### src/rtl/spc_pkg.sv
/*
  Shared constants for the subroutine and program-control execution block:
  register offsets, status fields, opcode match patterns, trap vectors, states.
  Assumes a 32-bit AHB-Lite register bus and a 16-bit word memory port.
*/
package spc_pkg;
  // register byte offsets (one aligned word each)
  localparam logic [7:0] OFF_GR0    = 8'h00;  // general registers 0..7 at 0x00..0x1C
  localparam logic [7:0] OFF_PSW    = 8'h20;
  localparam logic [7:0] OFF_INSTR  = 8'h24;  // write launches execution
  localparam logic [7:0] OFF_DST    = 8'h28;  // precomputed destination address
  localparam logic [7:0] OFF_STATUS = 8'h2C;
  // status bits
  localparam int ST_BUSY_BIT = 0;
  localparam int ST_ILL_BIT  = 1;
  localparam int ST_RSV_BIT  = 2;
  localparam int ST_BND_BIT  = 3;
  localparam int ST_REF_BIT  = 4;
  localparam int ST_VEC_LSB  = 8;
  // status word fields
  localparam int PSW_PRI_LSB  = 5;
  localparam int PSW_MODE_LSB = 14;
  localparam logic [1:0]  PSW_MODE_KERNEL = 2'h0;
  localparam logic [15:0] PSW_RESET       = 16'h0000;
  // register indices
  localparam logic [2:0] IDX_GR5 = 3'h5;
  localparam logic [2:0] IDX_SP  = 3'h6;
  localparam logic [2:0] IDX_PC  = 3'h7;
  // opcode patterns: (ir & mask) == match
  localparam logic [15:0] MSK_CALL = 16'hFE00;
  localparam logic [15:0] OPC_CALL = 16'h0800;
  localparam logic [15:0] MSK_RTS  = 16'hFFF8;
  localparam logic [15:0] OPC_RTS  = 16'h0080;  // 00020r
  localparam logic [15:0] MSK_SPL  = 16'hFFF8;
  localparam logic [15:0] OPC_SPL  = 16'h0098;
  localparam logic [15:0] MSK_MARK = 16'hFFC0;
  localparam logic [15:0] OPC_MARK = 16'h0D00;
  localparam logic [15:0] MSK_JMP  = 16'hFFC0;
  localparam logic [15:0] OPC_JMP  = 16'h0040;
  localparam logic [15:0] MSK_SOB  = 16'hFE00;
  localparam logic [15:0] OPC_SOB  = 16'h7E00;
  localparam logic [5:0]  DST_AUTOINC_DEF_SP = 6'h1E;  // @(SP)+
  localparam logic [2:0]  MODE_REGISTER = 3'h0;
  localparam logic [2:0]  MODE_REG_DEF  = 3'h1;
  // trap vectors (octal 4 and octal 10)
  localparam logic [7:0] VEC_ILLEGAL  = 8'h04;
  localparam logic [7:0] VEC_RESERVED = 8'h08;
  localparam logic [7:0] VEC_BUSERR   = 8'h04;
  localparam logic [15:0] WORD_BYTES  = 16'h0002;

  typedef enum logic [2:0] {ST_IDLE, ST_READ_TMP, ST_PUSH, ST_POP, ST_CHECK} spc_state_t;
endpackage
### src/rtl/spc_exec.sv
/*
  Execution engine for call-with-linkage, return, stack-cleanup return,
  set-priority, unconditional transfer and decrement-and-loop-branch,
  with the illegal, reserved and boundary trap conditions flagged in status.
  Assumes an AHB-Lite master for software access, a word memory answering
  mem_req_o with a one-cycle mem_ack_i, and destination addressing other than
  register, register-deferred and @(SP)+ being evaluated outside into the DST register.
*/
// Notes on behaviour
// RULE1: call computes destination into a temporary before touching stack or registers.
// RULE2: call pushes linkage register (SP minus 2), loads it with PC, PC gets destination.
// RULE3: call and jump load PC with the destination address itself.
// RULE4: call with PC linkage and @(SP)+ swaps top of stack with PC.
// RULE5: return copies register to PC, pops stack into register, SP plus 2.
// RULE6: cleanup return: SP = PC + 2*count, PC = register five, pop register five.
// RULE7: set-priority copies instruction low three bits into status bits 7-5.
// RULE8: set-priority does nothing outside kernel mode.
// RULE9: set-priority, jump, cleanup return and loop branch keep condition codes.
// RULE10: jump with register-mode destination raises illegal instruction, no transfer.
// RULE11: jump register-deferred transfers to address held in the register.
// RULE12: fetching from an odd PC raises a boundary error.
// RULE13: loop branch decrements register; if nonzero PC minus twice offset.
// RULE14: loop offset is unsigned six bits, so branches only go backward.
// RULE15: software maps the stack into instruction and data space before cleanup return.
// RULE16: reserved opcodes trap through vector 10, illegal ones through 4.
// RULE17: boundary errors trap as bus errors through vector 4.
// RULE18: stack accesses are words; push predecrements by two, pop postincrements.
module spc_exec
  import spc_pkg::*;
(
  input  wire logic        clock_i,      // 50 MHz clock
  input  wire logic        rst_i,        // synchronous reset, high
  input  wire logic        hsel_i,       // ahb slave select
  input  wire logic [31:0] haddr_i,      // ahb address
  input  wire logic [1:0]  htrans_i,     // ahb transfer type
  input  wire logic        hwrite_i,     // ahb write
  input  wire logic [2:0]  hsize_i,      // ahb size
  input  wire logic [31:0] hwdata_i,     // ahb write data
  input  wire logic        hready_i,     // ahb bus ready
  output logic             hreadyout_o,  // ahb slave ready
  output logic [31:0]      hrdata_o,     // ahb read data
  output logic             hresp_o,      // ahb response, always okay
  output logic             mem_req_o,    // memory request level
  output logic             mem_we_o,     // memory write
  output logic [15:0]      mem_addr_o,   // memory byte address
  output logic [15:0]      mem_wdata_o,  // memory write word
  input  wire logic [15:0] mem_rdata_i,  // memory read word
  input  wire logic        mem_ack_i,    // memory done, one cycle
  output logic             trap_o,       // pulse: a trap condition was raised
  output logic [7:0]       trap_vec_o    // vector of the last trap
);

  typedef struct packed {
    spc_state_t       st;
    logic [7:0][15:0] gr;
    logic [15:0]      psw;
    logic [15:0]      ir;
    logic [15:0]      tmp;
    logic [15:0]      dst;
    logic             ill;
    logic             rsv;
    logic             bnd;
    logic             refused;
    logic [7:0]       vec;
    logic             trap;
    logic             wr_act;
    logic [7:0]       wr_addr;
    logic [31:0]      hrdata;
    logic             mem_req;
    logic             mem_we;
    logic [15:0]      mem_addr;
    logic [15:0]      mem_wdata;
  } spc_regs_t;

  spc_regs_t r;
  spc_regs_t next_r;

  // destination for call and jump: register-deferred uses the register itself
  function automatic logic [15:0] dest_addr(input logic [15:0] ir, input logic [7:0][15:0] gr,
                                            input logic [15:0] dst);
    if (ir[5:3] == MODE_REG_DEF) begin
      dest_addr = gr[ir[2:0]];
    end else begin
      dest_addr = dst;
    end
  endfunction

  function automatic logic op_is(input logic [15:0] ir, input logic [15:0] msk, input logic [15:0] opc);
    op_is = ((ir & msk) == opc);
  endfunction

  logic        ahb_go;
  logic        start;
  logic [15:0] sp;
  logic [15:0] pc;
  logic [2:0]  rsel;
  logic [15:0] sob_val;

  assign ahb_go  = hsel_i && htrans_i[1] && hready_i;
  assign start   = r.wr_act && (r.wr_addr == OFF_INSTR) && (r.st == ST_IDLE);
  assign sp      = r.gr[IDX_SP];
  assign pc      = r.gr[IDX_PC];
  assign rsel    = r.ir[8:6];
  assign sob_val = r.gr[hwdata_i[8:6]] - 16'h0001;

  // next-state: bus slave, then the execution sequencer
  always_comb begin
    logic [15:0] nir;
    logic        push_go;
    logic        trap_ill;
    logic        trap_rsv;
    logic        trap_bnd;
    logic [15:0] sp_now;
    nir      = hwdata_i[15:0];
    sp_now   = sp;
    push_go  = 1'b0;
    trap_ill = 1'b0;
    trap_rsv = 1'b0;
    trap_bnd = 1'b0;
    next_r   = r;
    next_r.trap   = 1'b0;
    next_r.wr_act = ahb_go && hwrite_i;
    next_r.wr_addr = haddr_i[7:0];

    // read data registered in the address phase so hrdata comes from a flop
    if (ahb_go && !hwrite_i) begin
      if (haddr_i[7:0] < OFF_PSW && haddr_i[1:0] == 2'h0) begin
        next_r.hrdata = {16'h0000, r.gr[haddr_i[4:2]]};
      end else if (haddr_i[7:0] == OFF_PSW) begin
        next_r.hrdata = {16'h0000, r.psw};
      end else if (haddr_i[7:0] == OFF_INSTR) begin
        next_r.hrdata = {16'h0000, r.ir};
      end else if (haddr_i[7:0] == OFF_DST) begin
        next_r.hrdata = {16'h0000, r.dst};
      end else if (haddr_i[7:0] == OFF_STATUS) begin
        next_r.hrdata = {16'h0000, r.vec, 3'h0, r.refused, r.bnd, r.rsv, r.ill, (r.st != ST_IDLE)};
      end else begin
        next_r.hrdata = 32'h0000_0000;  // unmapped reads as zero
      end
    end

    // write data phase; state writes are refused while an instruction runs
    if (r.wr_act) begin
      if (r.wr_addr == OFF_STATUS) begin
        if (hwdata_i[ST_ILL_BIT]) next_r.ill = 1'b0;
        if (hwdata_i[ST_RSV_BIT]) next_r.rsv = 1'b0;
        if (hwdata_i[ST_BND_BIT]) next_r.bnd = 1'b0;
        if (hwdata_i[ST_REF_BIT]) next_r.refused = 1'b0;
      end else if (r.st != ST_IDLE) begin
        if (r.wr_addr <= OFF_DST) next_r.refused = 1'b1;
      end else if (r.wr_addr < OFF_PSW && r.wr_addr[1:0] == 2'h0) begin
        next_r.gr[r.wr_addr[4:2]] = hwdata_i[15:0];
      end else if (r.wr_addr == OFF_PSW) begin
        next_r.psw = hwdata_i[15:0];
      end else if (r.wr_addr == OFF_DST) begin
        next_r.dst = hwdata_i[15:0];
      end else if (r.wr_addr == OFF_INSTR) begin
        next_r.ir = nir;
      end
    end

    // sequencer
    case (r.st)
      ST_IDLE: begin
        if (start) begin
          if (op_is(nir, MSK_CALL, OPC_CALL)) begin
            if (nir[5:3] == MODE_REGISTER) begin
              trap_ill = 1'b1;                                      // RULE16
            end else if (nir[5:0] == DST_AUTOINC_DEF_SP) begin
              if (sp[0]) begin
                trap_bnd = 1'b1;
              end else begin
                next_r.mem_req  = 1'b1;                             // RULE4
                next_r.mem_we   = 1'b0;
                next_r.mem_addr = sp;
                next_r.st       = ST_READ_TMP;
              end
            end else begin
              next_r.tmp = dest_addr(nir, r.gr, r.dst);             // RULE1
              push_go    = 1'b1;
            end
          end else if (op_is(nir, MSK_RTS, OPC_RTS)) begin
            next_r.gr[IDX_PC] = r.gr[nir[2:0]];                     // RULE5
            if (sp[0]) begin
              trap_bnd = 1'b1;
            end else begin
              next_r.mem_req  = 1'b1;
              next_r.mem_we   = 1'b0;
              next_r.mem_addr = sp;
              next_r.st       = ST_POP;
            end
          end else if (op_is(nir, MSK_MARK, OPC_MARK)) begin
            next_r.gr[IDX_SP] = pc + {9'h000, nir[5:0], 1'b0};      // RULE6
            next_r.gr[IDX_PC] = r.gr[IDX_GR5];
            if (next_r.gr[IDX_SP][0]) begin
              trap_bnd = 1'b1;
            end else begin
              next_r.mem_req  = 1'b1;
              next_r.mem_we   = 1'b0;
              next_r.mem_addr = next_r.gr[IDX_SP];
              next_r.st       = ST_POP;
            end
          end else if (op_is(nir, MSK_SPL, OPC_SPL)) begin
            // only the priority field moves, codes stay
            if (r.psw[PSW_MODE_LSB +: 2] == PSW_MODE_KERNEL) begin   // RULE8
              next_r.psw[PSW_PRI_LSB +: 3] = nir[2:0];              // RULE7 RULE9
            end
          end else if (op_is(nir, MSK_JMP, OPC_JMP)) begin
            if (nir[5:3] == MODE_REGISTER) begin
              trap_ill = 1'b1;                                      // RULE10
            end else if (nir[5:0] == DST_AUTOINC_DEF_SP) begin
              if (sp[0]) begin
                trap_bnd = 1'b1;
              end else begin
                next_r.mem_req  = 1'b1;
                next_r.mem_we   = 1'b0;
                next_r.mem_addr = sp;
                next_r.st       = ST_READ_TMP;
              end
            end else begin
              next_r.gr[IDX_PC] = dest_addr(nir, r.gr, r.dst);      // RULE3 RULE11
              next_r.st         = ST_CHECK;
            end
          end else if (op_is(nir, MSK_SOB, OPC_SOB)) begin
            next_r.gr[nir[8:6]] = sob_val;                          // RULE13
            if (sob_val != 16'h0000) begin
              // zero-extended offset: the step is always backward
              next_r.gr[IDX_PC] = pc - {9'h000, nir[5:0], 1'b0};    // RULE14
            end
            next_r.st = ST_CHECK;
          end else begin
            trap_rsv = 1'b1;                                        // RULE16
          end
        end
      end
      ST_READ_TMP: begin
        if (mem_ack_i) begin
          next_r.mem_req    = 1'b0;
          next_r.gr[IDX_SP] = sp + WORD_BYTES;                      // RULE18
          if (op_is(r.ir, MSK_CALL, OPC_CALL)) begin
            next_r.tmp = mem_rdata_i;                               // RULE1
            push_go    = 1'b1;
          end else begin
            next_r.gr[IDX_PC] = mem_rdata_i;
            next_r.st         = ST_CHECK;
          end
        end
      end
      ST_PUSH: begin
        if (mem_ack_i) begin
          next_r.mem_req    = 1'b0;
          next_r.gr[rsel]   = pc;                                   // RULE2
          next_r.gr[IDX_PC] = r.tmp;                                // RULE3
          next_r.st         = ST_CHECK;
        end
      end
      ST_POP: begin
        if (mem_ack_i) begin
          next_r.mem_req    = 1'b0;
          next_r.gr[IDX_SP] = sp + WORD_BYTES;                      // RULE18
          if (op_is(r.ir, MSK_MARK, OPC_MARK)) begin
            next_r.gr[IDX_GR5] = mem_rdata_i;                       // RULE6
          end else begin
            next_r.gr[r.ir[2:0]] = mem_rdata_i;                     // RULE5
          end
          next_r.st = ST_CHECK;
        end
      end
      ST_CHECK: begin
        // the next fetch comes from the new PC; odd means a boundary error
        trap_bnd  = pc[0];                                          // RULE12
        next_r.st = ST_IDLE;
      end
      default: begin
        next_r.st = ST_IDLE;
      end
    endcase

    // shared push: predecrement from the live SP, since a swap call has just popped
    if (push_go) begin
      sp_now = next_r.gr[IDX_SP];
      if (sp_now[0]) begin
        trap_bnd  = 1'b1;
        next_r.st = ST_IDLE;
      end else begin
        next_r.gr[IDX_SP] = sp_now - WORD_BYTES;                    // RULE2 RULE18
        next_r.mem_req    = 1'b1;
        next_r.mem_we     = 1'b1;
        next_r.mem_addr   = sp_now - WORD_BYTES;
        next_r.mem_wdata  = (r.st == ST_IDLE) ? r.gr[nir[8:6]] : r.gr[rsel];
        next_r.st         = ST_PUSH;
      end
    end

    // trap flags: hardware set wins over a software clear in the same cycle
    if (trap_ill) begin
      next_r.ill = 1'b1;
      next_r.vec = VEC_ILLEGAL;
    end
    if (trap_rsv) begin
      next_r.rsv = 1'b1;
      next_r.vec = VEC_RESERVED;
    end
    if (trap_bnd) begin
      next_r.bnd = 1'b1;
      next_r.vec = VEC_BUSERR;                                      // RULE17
    end
    next_r.trap = trap_ill || trap_rsv || trap_bnd;
  end

  // state register
  always_ff @(posedge clock_i) begin
    if (rst_i) begin
      r     <= '0;
      r.st  <= ST_IDLE;
      r.psw <= PSW_RESET;
    end else begin
      r <= next_r;
    end
  end

  assign hreadyout_o = 1'b1;   // zero-wait slave: every access is single cycle
  assign hresp_o     = 1'b0;
  assign hrdata_o    = r.hrdata;
  assign mem_req_o   = r.mem_req;
  assign mem_we_o    = r.mem_we;
  assign mem_addr_o  = r.mem_addr;
  assign mem_wdata_o = r.mem_wdata;
  assign trap_o      = r.trap;
  assign trap_vec_o  = r.vec;

  AST_SPL_KERNEL: assert property (@(posedge clock_i) disable iff (rst_i)  // RULE7
    start && op_is(hwdata_i[15:0], MSK_SPL, OPC_SPL) && r.psw[15:14] == PSW_MODE_KERNEL
    |=> r.psw[7:5] == $past(hwdata_i[2:0]))
    else $error("priority not loaded");
  AST_SPL_NOOP: assert property (@(posedge clock_i) disable iff (rst_i)  // RULE8
    start && op_is(hwdata_i[15:0], MSK_SPL, OPC_SPL) && r.psw[15:14] != PSW_MODE_KERNEL
    |=> $stable(r.psw))
    else $error("priority changed outside kernel");
  AST_CC_KEPT: assert property (@(posedge clock_i) disable iff (rst_i)  // RULE9
    r.st != ST_IDLE |=> $stable(r.psw[3:0]))
    else $error("condition codes changed during execution");
  AST_JMP_REG: assert property (@(posedge clock_i) disable iff (rst_i)  // RULE10
    start && op_is(hwdata_i[15:0], MSK_JMP, OPC_JMP) && hwdata_i[5:3] == MODE_REGISTER
    |=> r.ill && r.vec == VEC_ILLEGAL && $stable(r.gr[IDX_PC]) ##1 r.st == ST_IDLE)
    else $error("register-mode jump not refused");
  AST_PUSH_SP: assert property (@(posedge clock_i) disable iff (rst_i)  // RULE2
    r.st != ST_PUSH && next_r.st == ST_PUSH
    |=> r.mem_we && r.mem_addr == r.gr[IDX_SP]
        && r.gr[IDX_SP] == $past(sp) - (($past(r.st) == ST_READ_TMP) ? 16'h0000 : 16'h0002))
    else $error("push did not predecrement");
  AST_POP_SP: assert property (@(posedge clock_i) disable iff (rst_i)  // RULE18
    r.st == ST_POP && mem_ack_i |=> r.gr[IDX_SP] == $past(r.gr[IDX_SP]) + 16'h0002 ##1 r.st == ST_IDLE)
    else $error("pop did not postincrement");
  AST_SOB_BACK: assert property (@(posedge clock_i) disable iff (rst_i)  // RULE13
    start && op_is(hwdata_i[15:0], MSK_SOB, OPC_SOB) && sob_val != 16'h0000
    |=> r.gr[IDX_PC] == $past(pc) - {9'h000, $past(hwdata_i[5:0]), 1'b0})
    else $error("loop branch target wrong");
  AST_ODD_FETCH: assert property (@(posedge clock_i) disable iff (rst_i)  // RULE12
    r.st == ST_CHECK && pc[0] |=> r.bnd && r.trap && r.vec == VEC_BUSERR)
    else $error("odd fetch not flagged");
  AST_RSV: assert property (@(posedge clock_i) disable iff (rst_i)  // RULE16
    r.trap && r.rsv && !$past(r.rsv) |-> r.vec == VEC_RESERVED || r.bnd || r.ill)
    else $error("reserved vector wrong");

endmodule

### config.mk
export PLATFORM = sky130hd
export DESIGN_NAME = spc_exec
export DESIGN_NICKNAME = d
export VERILOG_FILES = /design/src/rtl/spc_pkg.sv /design/src/rtl/spc_exec.sv
export SDC_FILE = /design/constraint.sdc
export NUM_CORES = 1
export LEC_CHECK = 0
export ABC_AREA = 0
export BUFFER_PORTS_ARGS = -buffer_cell sky130_fd_sc_hd__buf_2
export CORE_MARGIN = 2
export CORE_UTILIZATION = 41
export CTS_CLUSTER_SIZE = 14
export DETAILED_ROUTE_END_ITERATION = 8
export GPL_TIMING_DRIVEN = 0
export PLACE_DENSITY_LB_ADDON = 0.08
export REMOVE_ABC_BUFFERS = 1
export SKIP_CTS_REPAIR_TIMING = 1
export SLEW_MARGIN = 20
export SYNTH_ARGS = -nofsm -noshare
export SYNTH_HDL_FRONTEND = slang
export SYNTH_SLANG_ARGS = --single-unit
### constraint.sdc
create_clock -name clock_i -period 5.4 [get_ports clock_i]
set_input_delay 1.08 -clock clock_i [delete_from_list [all_inputs] [get_ports clock_i]]
set_output_delay 1.08 -clock clock_i [all_outputs]
set_load 0.01 [all_outputs]
; ---- Word level (Yosys, flattened, before mapping)
; Index checks and enable logic that the tools add are counted.
[totals]
memories = 0
romBits = 0
register_bits = 277
output_inout_bits = 77
mem_bits_rw = 0
latch_bits = 0
input_bits = 91
[op_classes]
eq_ne = 41
magnitude_cmp = 13
mux = 155
n_div = 0
reduce_logical = 48
n_bitwise = 6
n_shift = 0
addsub = 5
n_mul = 0
[op_table]
columns = cell, n
row1 = 131-bit two-way mux, 10
row2 = 128-bit bitwise mux, 4
row3 = 160-bit two-way mux, 3
row4 = 16-bit two-way mux, 27
row5 = 96-bit case mux with 3 select lines, 1
row6 = 128-bit two-way mux, 2
row7 = 112-bit two-way mux, 2
row8 = 16-bit binary-select mux with 3-bit select, 4
row9 = 16-bit demux with 3-bit select, 4
row10 = 18-bit two-way mux, 10
row11 = 32-bit two-way mux, 4
row12 = 32-bit case mux with 4 select lines, 1
row13 = 96-bit two-way mux, 1
row14 = 80-bit two-way mux, 1
row15 = 19-bit two-way mux, 4
row16 = 35-bit two-way mux, 2
row17 = 34-bit two-way mux, 2
row18 = "8-bit by 6-bit == test with 1-bit output, second input constant", 8
row19 = 3-bit two-way mux, 17
row20 = 1-bit two-way mux, 45
row21 = 16-bit case mux with 2 select lines, 1
row22 = "13-bit by 5-bit == test with 1-bit output, second input constant", 2
row23 = 2-bit nonzero test, 13
row24 = "3-bit by 4-bit < comparator with 1-bit output, second input constant", 6
row25 = 45 further kinds, 94

; ---- Depth between registers and ports, before layout
; Gate-level depths: netlist (run 1).
[depth]
ltp_word = 28
mapped_depth = 19

; ---- Worst setup path after synthesis (run 1)
; Ideal clock, no wire load.
[synth_timing]
path_type = input to register
startpoint = input port hwdata_i[1]
endpoint = register r (netlist bit mem_addr_o[9])
path_stages = 17
arrival_time_ns = 5.268
n_path_buf = 4
required_ns = 5.297
slack_ns = 0.028
path_cell_list = clkbuf_1 > clkbuf_1 > clkbuf_1 > clkbuf_1 > inv_1 > ha_1 > nand2b_1 > a211oi_1 > o31ai_1 > xnor2_1 > nor2_1 > o21ai_0 > a221oi_4 > nor4_4 > nand2_1 > and3_1 > a2111oi_2
[synth_between]
elab_chain_cells = 22
elab_cells_between_ends = 43
classes_between = add/sub: 2 / eq/ne: 1 / mux: 40
[synth_lines]
columns = element, line
row1 = from (decl), spc_exec.sv:38  ; input wire logic [31:0] hwdata_i,
row2 = 128-bit bitwise mux, spc_exec.sv:152  ; next_r.gr[r.wr_addr[4:2]] = hwdata_i[15:0];
row3 = 128-bit two-way mux, spc_exec.sv:151  ; end else if (r.wr_addr < OFF_PSW && r.wr_addr[1:0] == 2'h0) begin
row4 = 160-bit two-way mux, spc_exec.sv:149  ; end else if (r.st != ST_IDLE) begin
row5 = 160-bit two-way mux, spc_exec.sv:144  ; if (r.wr_addr == OFF_STATUS) begin
row6 = 160-bit two-way mux, spc_exec.sv:143  ; if (r.wr_act) begin
row7 = 128-bit bitwise mux, spc_exec.sv:225  ; next_r.gr[nir[8:6]] = sob_val;
row8 = 131-bit two-way mux, spc_exec.sv:224  ; end else if (op_is(nir, MSK_SOB, OPC_SOB)) begin
row9 = 112-bit two-way mux, spc_exec.sv:208  ; end else if (op_is(nir, MSK_JMP, OPC_JMP)) begin
row10 = [... 6 more ...], --
row11 = 35-bit two-way mux, spc_exec.sv:192  ; end else if (op_is(nir, MSK_MARK, OPC_MARK)) begin
row12 = 112-bit two-way mux, spc_exec.sv:182  ; end else if (op_is(nir, MSK_RTS, OPC_RTS)) begin
row13 = 128-bit two-way mux, spc_exec.sv:166  ; if (op_is(nir, MSK_CALL, OPC_CALL)) begin
row14 = 131-bit two-way mux, spc_exec.sv:165  ; if (start) begin
row15 = 32-bit case mux with 4 select lines, spc_exec.sv:163  ; case (r.st)
row16 = 16-bit by 2-bit subtractor with 16-bit output, spc_exec.sv:289  ; next_r.mem_addr = sp_now - WORD_BYTES;
row17 = 34-bit two-way mux, spc_exec.sv:282  ; if (sp_now[0]) begin
row18 = 34-bit two-way mux *, spc_exec.sv:280  ; if (push_go) begin
row19 = to (signal assigned), spc_exec.sv:318  ; r <= next_r;
row20 = to (decl), spc_exec.sv:75  ; spc_regs_t r;
; Mark *: on every way between the ends. The rest lies on a longest branch, timed or not. The select of a mux whose other input is x is not followed.
; A chain may end at the register's enable or synchronous reset.

; ---- Final worst setup path (run 1)
[layout_timing]
startpoint = input port hwdata_i[6]
endpoint = register r (netlist bit pc[11])
[layout_between]
elab_chain_cells = 19
elab_cells_between_ends = 28
classes_between = add/sub: 1 / order compare: 2 / eq/ne: 4 / mux: 19 / reduce/logical: 2
[layout_lines]
columns = element, line
row1 = "parallel branches: the longest is 15 deep, another holds 16-bit by 1-bit subtractor with 16-bit output", --
row2 = 19-bit two-way mux *, spc_exec.sv:182
row3 = 128-bit two-way mux *, spc_exec.sv:166
row4 = 131-bit two-way mux *, spc_exec.sv:165
row5 = 32-bit case mux with 4 select lines *, spc_exec.sv:163
; Every way passes the cells marked *. The select of a mux whose other input is x is not followed.

==> flow_summary.toml, run 1 <==
[worst_hold_path]
hold_path_class = "reg -> reg"
min-delay-start = "mem_wdata_o[6]"

[routing]
vias = 27300
dr.pass1.iters = 7
ant_nets = 0
wl_per_cell_um = 38.4
vias_per_cell = 7.27
drc_errors = 0
first_iter_violations = 4695
totalWireLength_mm = 144

[timing]
finalCritPeriodShare_pct = 102
report.final.slew_viol_count = 0
setup_ws_ns = -0.114
rsz0062_at_grt = "false"
tightest_slew_ns = 1.27
setup_viol = 7
slew_headroom_pct = 14.3
finalHoldViolCount = 0
fin_skew_ns = 0.0322
tns_ns = -0.303
fin_crit_ns = 5.51
maxClockFrequency_ghz = 0.181
hold_slack_ns = 0.447

[logic_synthesis]
syn_avg_cell_area_sq_um = 7.80
ys_ff_latch = 261
synth_seq_area_share_pct = 21.9
synth_warnings = 0
synth_cell_types = 99
synth_top_flop_cell = "dfxtp_1"
synth_edf_count = 0
yosys.area.top_type = "dfxtp_1"
yosys.area.top_type_share_pct = 21.9
netlist_instances = 3058
synthTopCellsByArea = "dfxtp_1, mux4_2, a21oi_1"
post-synth-top-count-cell = "nand2_1"
syn_area_sq_mm = 0.0239
synth_top_cells_by_count = "nand2_1, a21oi_1, nor2_1"
synthArstFlopShare_pct = 0

[final_layout]
nets = 3069
utilization_pct = 46.8
stdcell_area_sq_mm = 0.0269
n_fill_cell = 5674
layout-drive-gt1-share_pct = 19.8
syn_to_final_growth_pct = 12.9

[die]
initial_core_util_pct = 41.4
ios = 168
die_y_um = 245
row_count = 88
die-area_sq_mm = 0.0601
core_area_sq_mm = 0.0576
die_width_um = 245

[grt]
grt_use_met3_pct = 15.6
grt_usage_pct = 46.6
gr-max-usage-layer = "met2"
grtUsageMet2_pct = 67.1
grt_pass1_wl_mm = 198
grt_max_degree = 98
grt_pass1_vias = 25400
grt_antenna_before_repair = 9
met1_usage_pct = 58.3
overflow = 0

[run]
maxCapViolations = 0

[placement]
io_buffers = 99
dp_worst_setup_slack_ns = -1.77
hpwl_mm = 103
gp_congestion = 1.01
postPlaceCellArea_sq_mm = 0.0252

[setup_path]
startpoint_type = "input port"
r2r_cells = 14
cpMostUsedCell = "buf_4"
crit_cells = 14
rrSetupSlack_ns = -0.02
cp-endpoint = "pc[11]"
path_max_fanout = 26
crit_buf_inv = 3
path_cells = "buf_4 > buf_12 > mux2_1 > mux4_2 > a311o_1 > nor4_1 > a21boi_0 > o211ai_1 > buf_4 > nand3b_4 > o41ai_2 > a221oi_2 > nand2_1 > a211oi_2"
crit_family = "compound AO/OA/AOI/OAI gates"
startpoint = "hwdata_i[6]"
r2r-end = "r[198]"
cp-end-kind = "flop"
r2r_start = "r[282]"
worstPathArrival_ns = 5.97
setup.worst_path.class = "in -> reg"
slowest_stage = "nor4_1"
cp_slowest_stage_delay_ns = 0.70
required_ns = 5.85

[power]
powerDensity_mw_per_mm2 = 200
irDropWorstVdd_mv = 0.213
cellLeakagePower_nw = 9.26

[outcome]
violations = "setup timing"
status = "finished with violations"

[clock_tree]
clk_latency_ns = 0.58
htree_num_levels = 2
clock_sinks = 261
clk_path_buf_depth = 3
ctsRootBufferMaster = "clkbuf_16"
clk_pin_slew_ns = 0.06
cts_tree = "yes"
numCtsBuffers = 36
power breakdown:
group	leakage [nW]	internal (mW)	total (mW)	switching [mW]
Sequential	2.11	1.93	1.96	0.0315
Clock	0.597	1.57	2.63	1.07
Combinational	6.56	0.214	0.790	0.576
Total	9.26	3.71	5.39	1.67
sequential cells by signal (all words and copies together) (netlist names):
signal,count
trap_vec_o,2
mem_wdata_o,16
hrdata_o,16
sp,16
r,176
trap_o,1
mem_req_o,1
mem_addr_o,16
pc,16
mem_we_o,1
cell type report:
cell class / count / area, sq um / share of cell area [%]
Multi-Input combinational cell: 2414 / 17400 / 64.5
Sequential cell: 261 / 5240 / 19.5
Timing Repair Buffer: 204 / 1950 / 7.24
Clock buffer: 51 / 1030 / 3.82
Tap cell: 765 / 957 / 3.55
Clock inverter: 11 / 201 / 0.748
Inverter: 43 / 165 / 0.613
Antenna cell: 3 / 7.51 / 0.0279
metal layers:
| metal | vias to the layer above | share of wire, % | routed length, um |
|---|---|---|---|
| met5 | - | 0.13 | 181 |
| met4 | 18 | 8.7 | 12600 |
| met3 | 652 | 14 | 19500 |
| met2 | 2338 | 41 | 59100 |
| met1 | 13200 | 37 | 52900 |
| li1 | 11100 | - | - |
worst min path at each step:
stage          slack, ns        endpoint  depth (start not counted)
2_1_floorplan       0.42          r[123]                          2
3_3_place_gp        0.44  mem_wdata_o[8]                          2
3_5_place_dp        0.44  mem_wdata_o[6]                          2
4_1_cts             0.45  mem_wdata_o[6]                          2
5_1_grt             0.47  mem_wdata_o[6]                          2
6_report            0.45  mem_wdata_o[6]                          2
per-stage QoR:
step / std cells / power (mW)
floorplan: 2716 / 2.29
global placement: 3580 / 2.68
detailed placement: 3658 / 2.71
CTS: 3720 / 5.30
global route: 3749 / 5.46
finish: 3752 / 5.39
kinds of logic after synthesis:
kind of cell               Yosys count  synth area share, %
and+or+nand+nor                   1010                 19.8
AOI/OAI and AO/OA                  950                 25.6
buffers and inverters              407                 7.79
muxes                              342                 21.3
DFF                                261                 21.9
xor gates and xnor gates            68                 2.53
adders and majority gates           18                 1.01
other                                2               0.0315
worst min-delay path: cells and delay by family (launching register included):
| family | cells | cell delay (ns) |
|---|---|---|
| compound gates | 1 | 0.05 |
| flops | 1 | 0.30 |
| simple gates | 1 | 0.05 |
layout by cell type, fill, tap and decap left out, drive strengths merged, types with 50 or more instances in the layout:
| cell type | count |
|---|---|
| a211oi | 85 |
| a21oi | 319 |
| a22oi | 56 |
| buf | 202 |
| clkbuf | 53 |
| dfxtp | 261 |
| mux2 | 65 |
| mux2i | 151 |
| mux4 | 126 |
| nand2 | 370 |
| nand3 | 56 |
| nor2 | 305 |
| nor3 | 58 |
| o21ai | 179 |
| o22ai | 50 |
(Power assumes the default switching activity.)
==> run 2: changes to the inputs <==
--- a/config.mk
+++ b/config.mk
@@ -6,6 +6,7 @@
 export NUM_CORES = 1
 export LEC_CHECK = 0
 export ABC_AREA = 0
+export ABC_CLOCK_PERIOD_IN_PS = 5400
 export BUFFER_PORTS_ARGS = -buffer_cell sky130_fd_sc_hd__buf_2
 export CORE_MARGIN = 2
 export CORE_UTILIZATION = 41
@@ -13,6 +14,7 @@
 export DETAILED_ROUTE_END_ITERATION = 8
 export GPL_TIMING_DRIVEN = 0
 export PLACE_DENSITY_LB_ADDON = 0.08
+export RECOVER_POWER = 50
 export REMOVE_ABC_BUFFERS = 1
 export SKIP_CTS_REPAIR_TIMING = 1
 export SLEW_MARGIN = 20
==> flow_summary.toml, run 2 (same netlist as run 1, synthesis figures left out) <==
[outcome]
status = "finished with violations"
violations = "capacitance limit, slew limit, setup timing"

[run]
maxCapViolations = 1

[grt]
grt_pass1_vias = 25400
grt_pass1_wl_mm = 198
grt_antenna_before_repair = 10
grt_max_degree = 98
grt_usage_pct = 46.6
overflow = 0

[clock_tree]
htree_num_levels = 2
clk_pin_slew_ns = 0.06
ctsRootBufferMaster = "clkbuf_16"
clk_path_buf_depth = 3
numCtsBuffers = 36
clock_sinks = 261
cts_tree = "yes"
clk_latency_ns = 0.59

[timing]
fin_skew_ns = 0.0340
setup_ws_ns = -0.0876
fin_crit_ns = 5.49
maxClockFrequency_ghz = 0.182
tns_ns = -0.137
rsz0062_at_grt = "false"
slew_headroom_pct = -66.0
finalCritPeriodShare_pct = 102
tightest_slew_ns = 2.49
report.final.slew_viol_count = 19
setup_viol = 6
finalHoldViolCount = 0

[placement]
dp_worst_setup_slack_ns = -1.77
gp_congestion = 1.01
io_buffers = 99
hpwl_mm = 103

[setup_path]
worstPathArrival_ns = 5.94
required_ns = 5.86
path_max_fanout = 26
setup.worst_path.class = "in -> reg"
startpoint_type = "input port"
slowest_stage = "nor4_1"
cp-end-kind = "flop"
path_cells = "buf_4 > buf_12 > mux2_1 > mux4_2 > a311o_1 > nor4_1 > a21boi_0 > o211ai_1 > buf_4 > nand3b_4 > o41ai_2 > a221oi_2 > nand2_1 > a211oi_2"
cp_slowest_stage_delay_ns = 0.70
cpMostUsedCell = "buf_4"

[worst_hold_path]
hold_path_class = "reg -> reg"

[final_layout]
nets = 3069
layout_common_cells = "nand2_1, a21oi_1, nor2_1"
top_register = "r"
largest_reg_flops = 176
final_common_cell = "nand2_1"
layout-drive-gt1-share_pct = 17.6
syn_to_final_growth_pct = 12.4

[routing]
wl_per_cell_um = 38.4
first_iter_violations = 4662
dr.pass1.iters = 6
ant_nets = 0
drc_errors = 0
vias_per_cell = 7.29
vias = 27300
totalWireLength_mm = 144

[die]
ios = 168
die_width_um = 245
row_count = 88
die_y_um = 245
die-area_sq_mm = 0.0601
initial_core_util_pct = 41.4
core_area_sq_mm = 0.0576

[power]
cellLeakagePower_nw = 9.00
powerDensity_mw_per_mm2 = 201
irDropWorstVdd_mv = 0.212
==> run 2: report_power, final <==
part           internal [mW]  total [mW]  switching (mW)
Sequential              1.93        1.96          0.0317
Combinational          0.214       0.790           0.576
Clock                   1.57        2.63            1.07
==> run 2: routing by layer <==
metal / GRT usage [%] / wire length [um] / vias up
met2: 67.1 / 59300 / 2335
met5: 0 / 138 / -
li1: - / - / 11100
met4: 33.1 / 12400 / 14
met3: 15.6 / 19600 / 653
met1: 58.3 / 52700 / 13200
==> run 2: critical path, delay by kind of cell <==
family / cells / cell delay, ns
multiplexers: 2 / 1.02
AND/OR/NAND/NOR: 3 / 1.05
buffers and inverters: 3 / 0.87
AO/OA/AOI/OAI: 6 / 1.86
==> run 2: final cells by class <==
cell class	instances	area (sq um)
Antenna cell	3	7.51
Clock buffer	51	1030
Clock inverter	11	201
Fill cell	5713	30800
Inverter	43	165
Multi-Input combinational cell	2414	17400
Sequential cell	261	5240
Tap cell	765	957
Timing Repair Buffer	204	1840
==> run 2: final timing paths <==
path | startpoint | to | slack [ns] | cells after the start
max | hwdata_i[6] | pc[11] | -0.09 | 14
min | mem_wdata_o[6] | mem_wdata_o[6] | 0.45 | 2
max reg2reg | r[282] | r[198] | 0.01 | 14
min reg2reg | mem_wdata_o[6] | mem_wdata_o[6] | 0.45 | 2
==> run 2: stage by stage <==
step                util, %  instances  hold WS [ns]  power, mW  cell area [sq um]
floorplan                 -       2716         0.423       2.29              22200
global placement       41.1       3580         0.438       2.68              23700
detailed placement     43.8       3658         0.444       2.71              25200
CTS                    46.0       3720         0.450       5.30              26500
global route           46.5       3749         0.476       5.46              26800
finish                 46.5       3752         0.452       5.39              26800
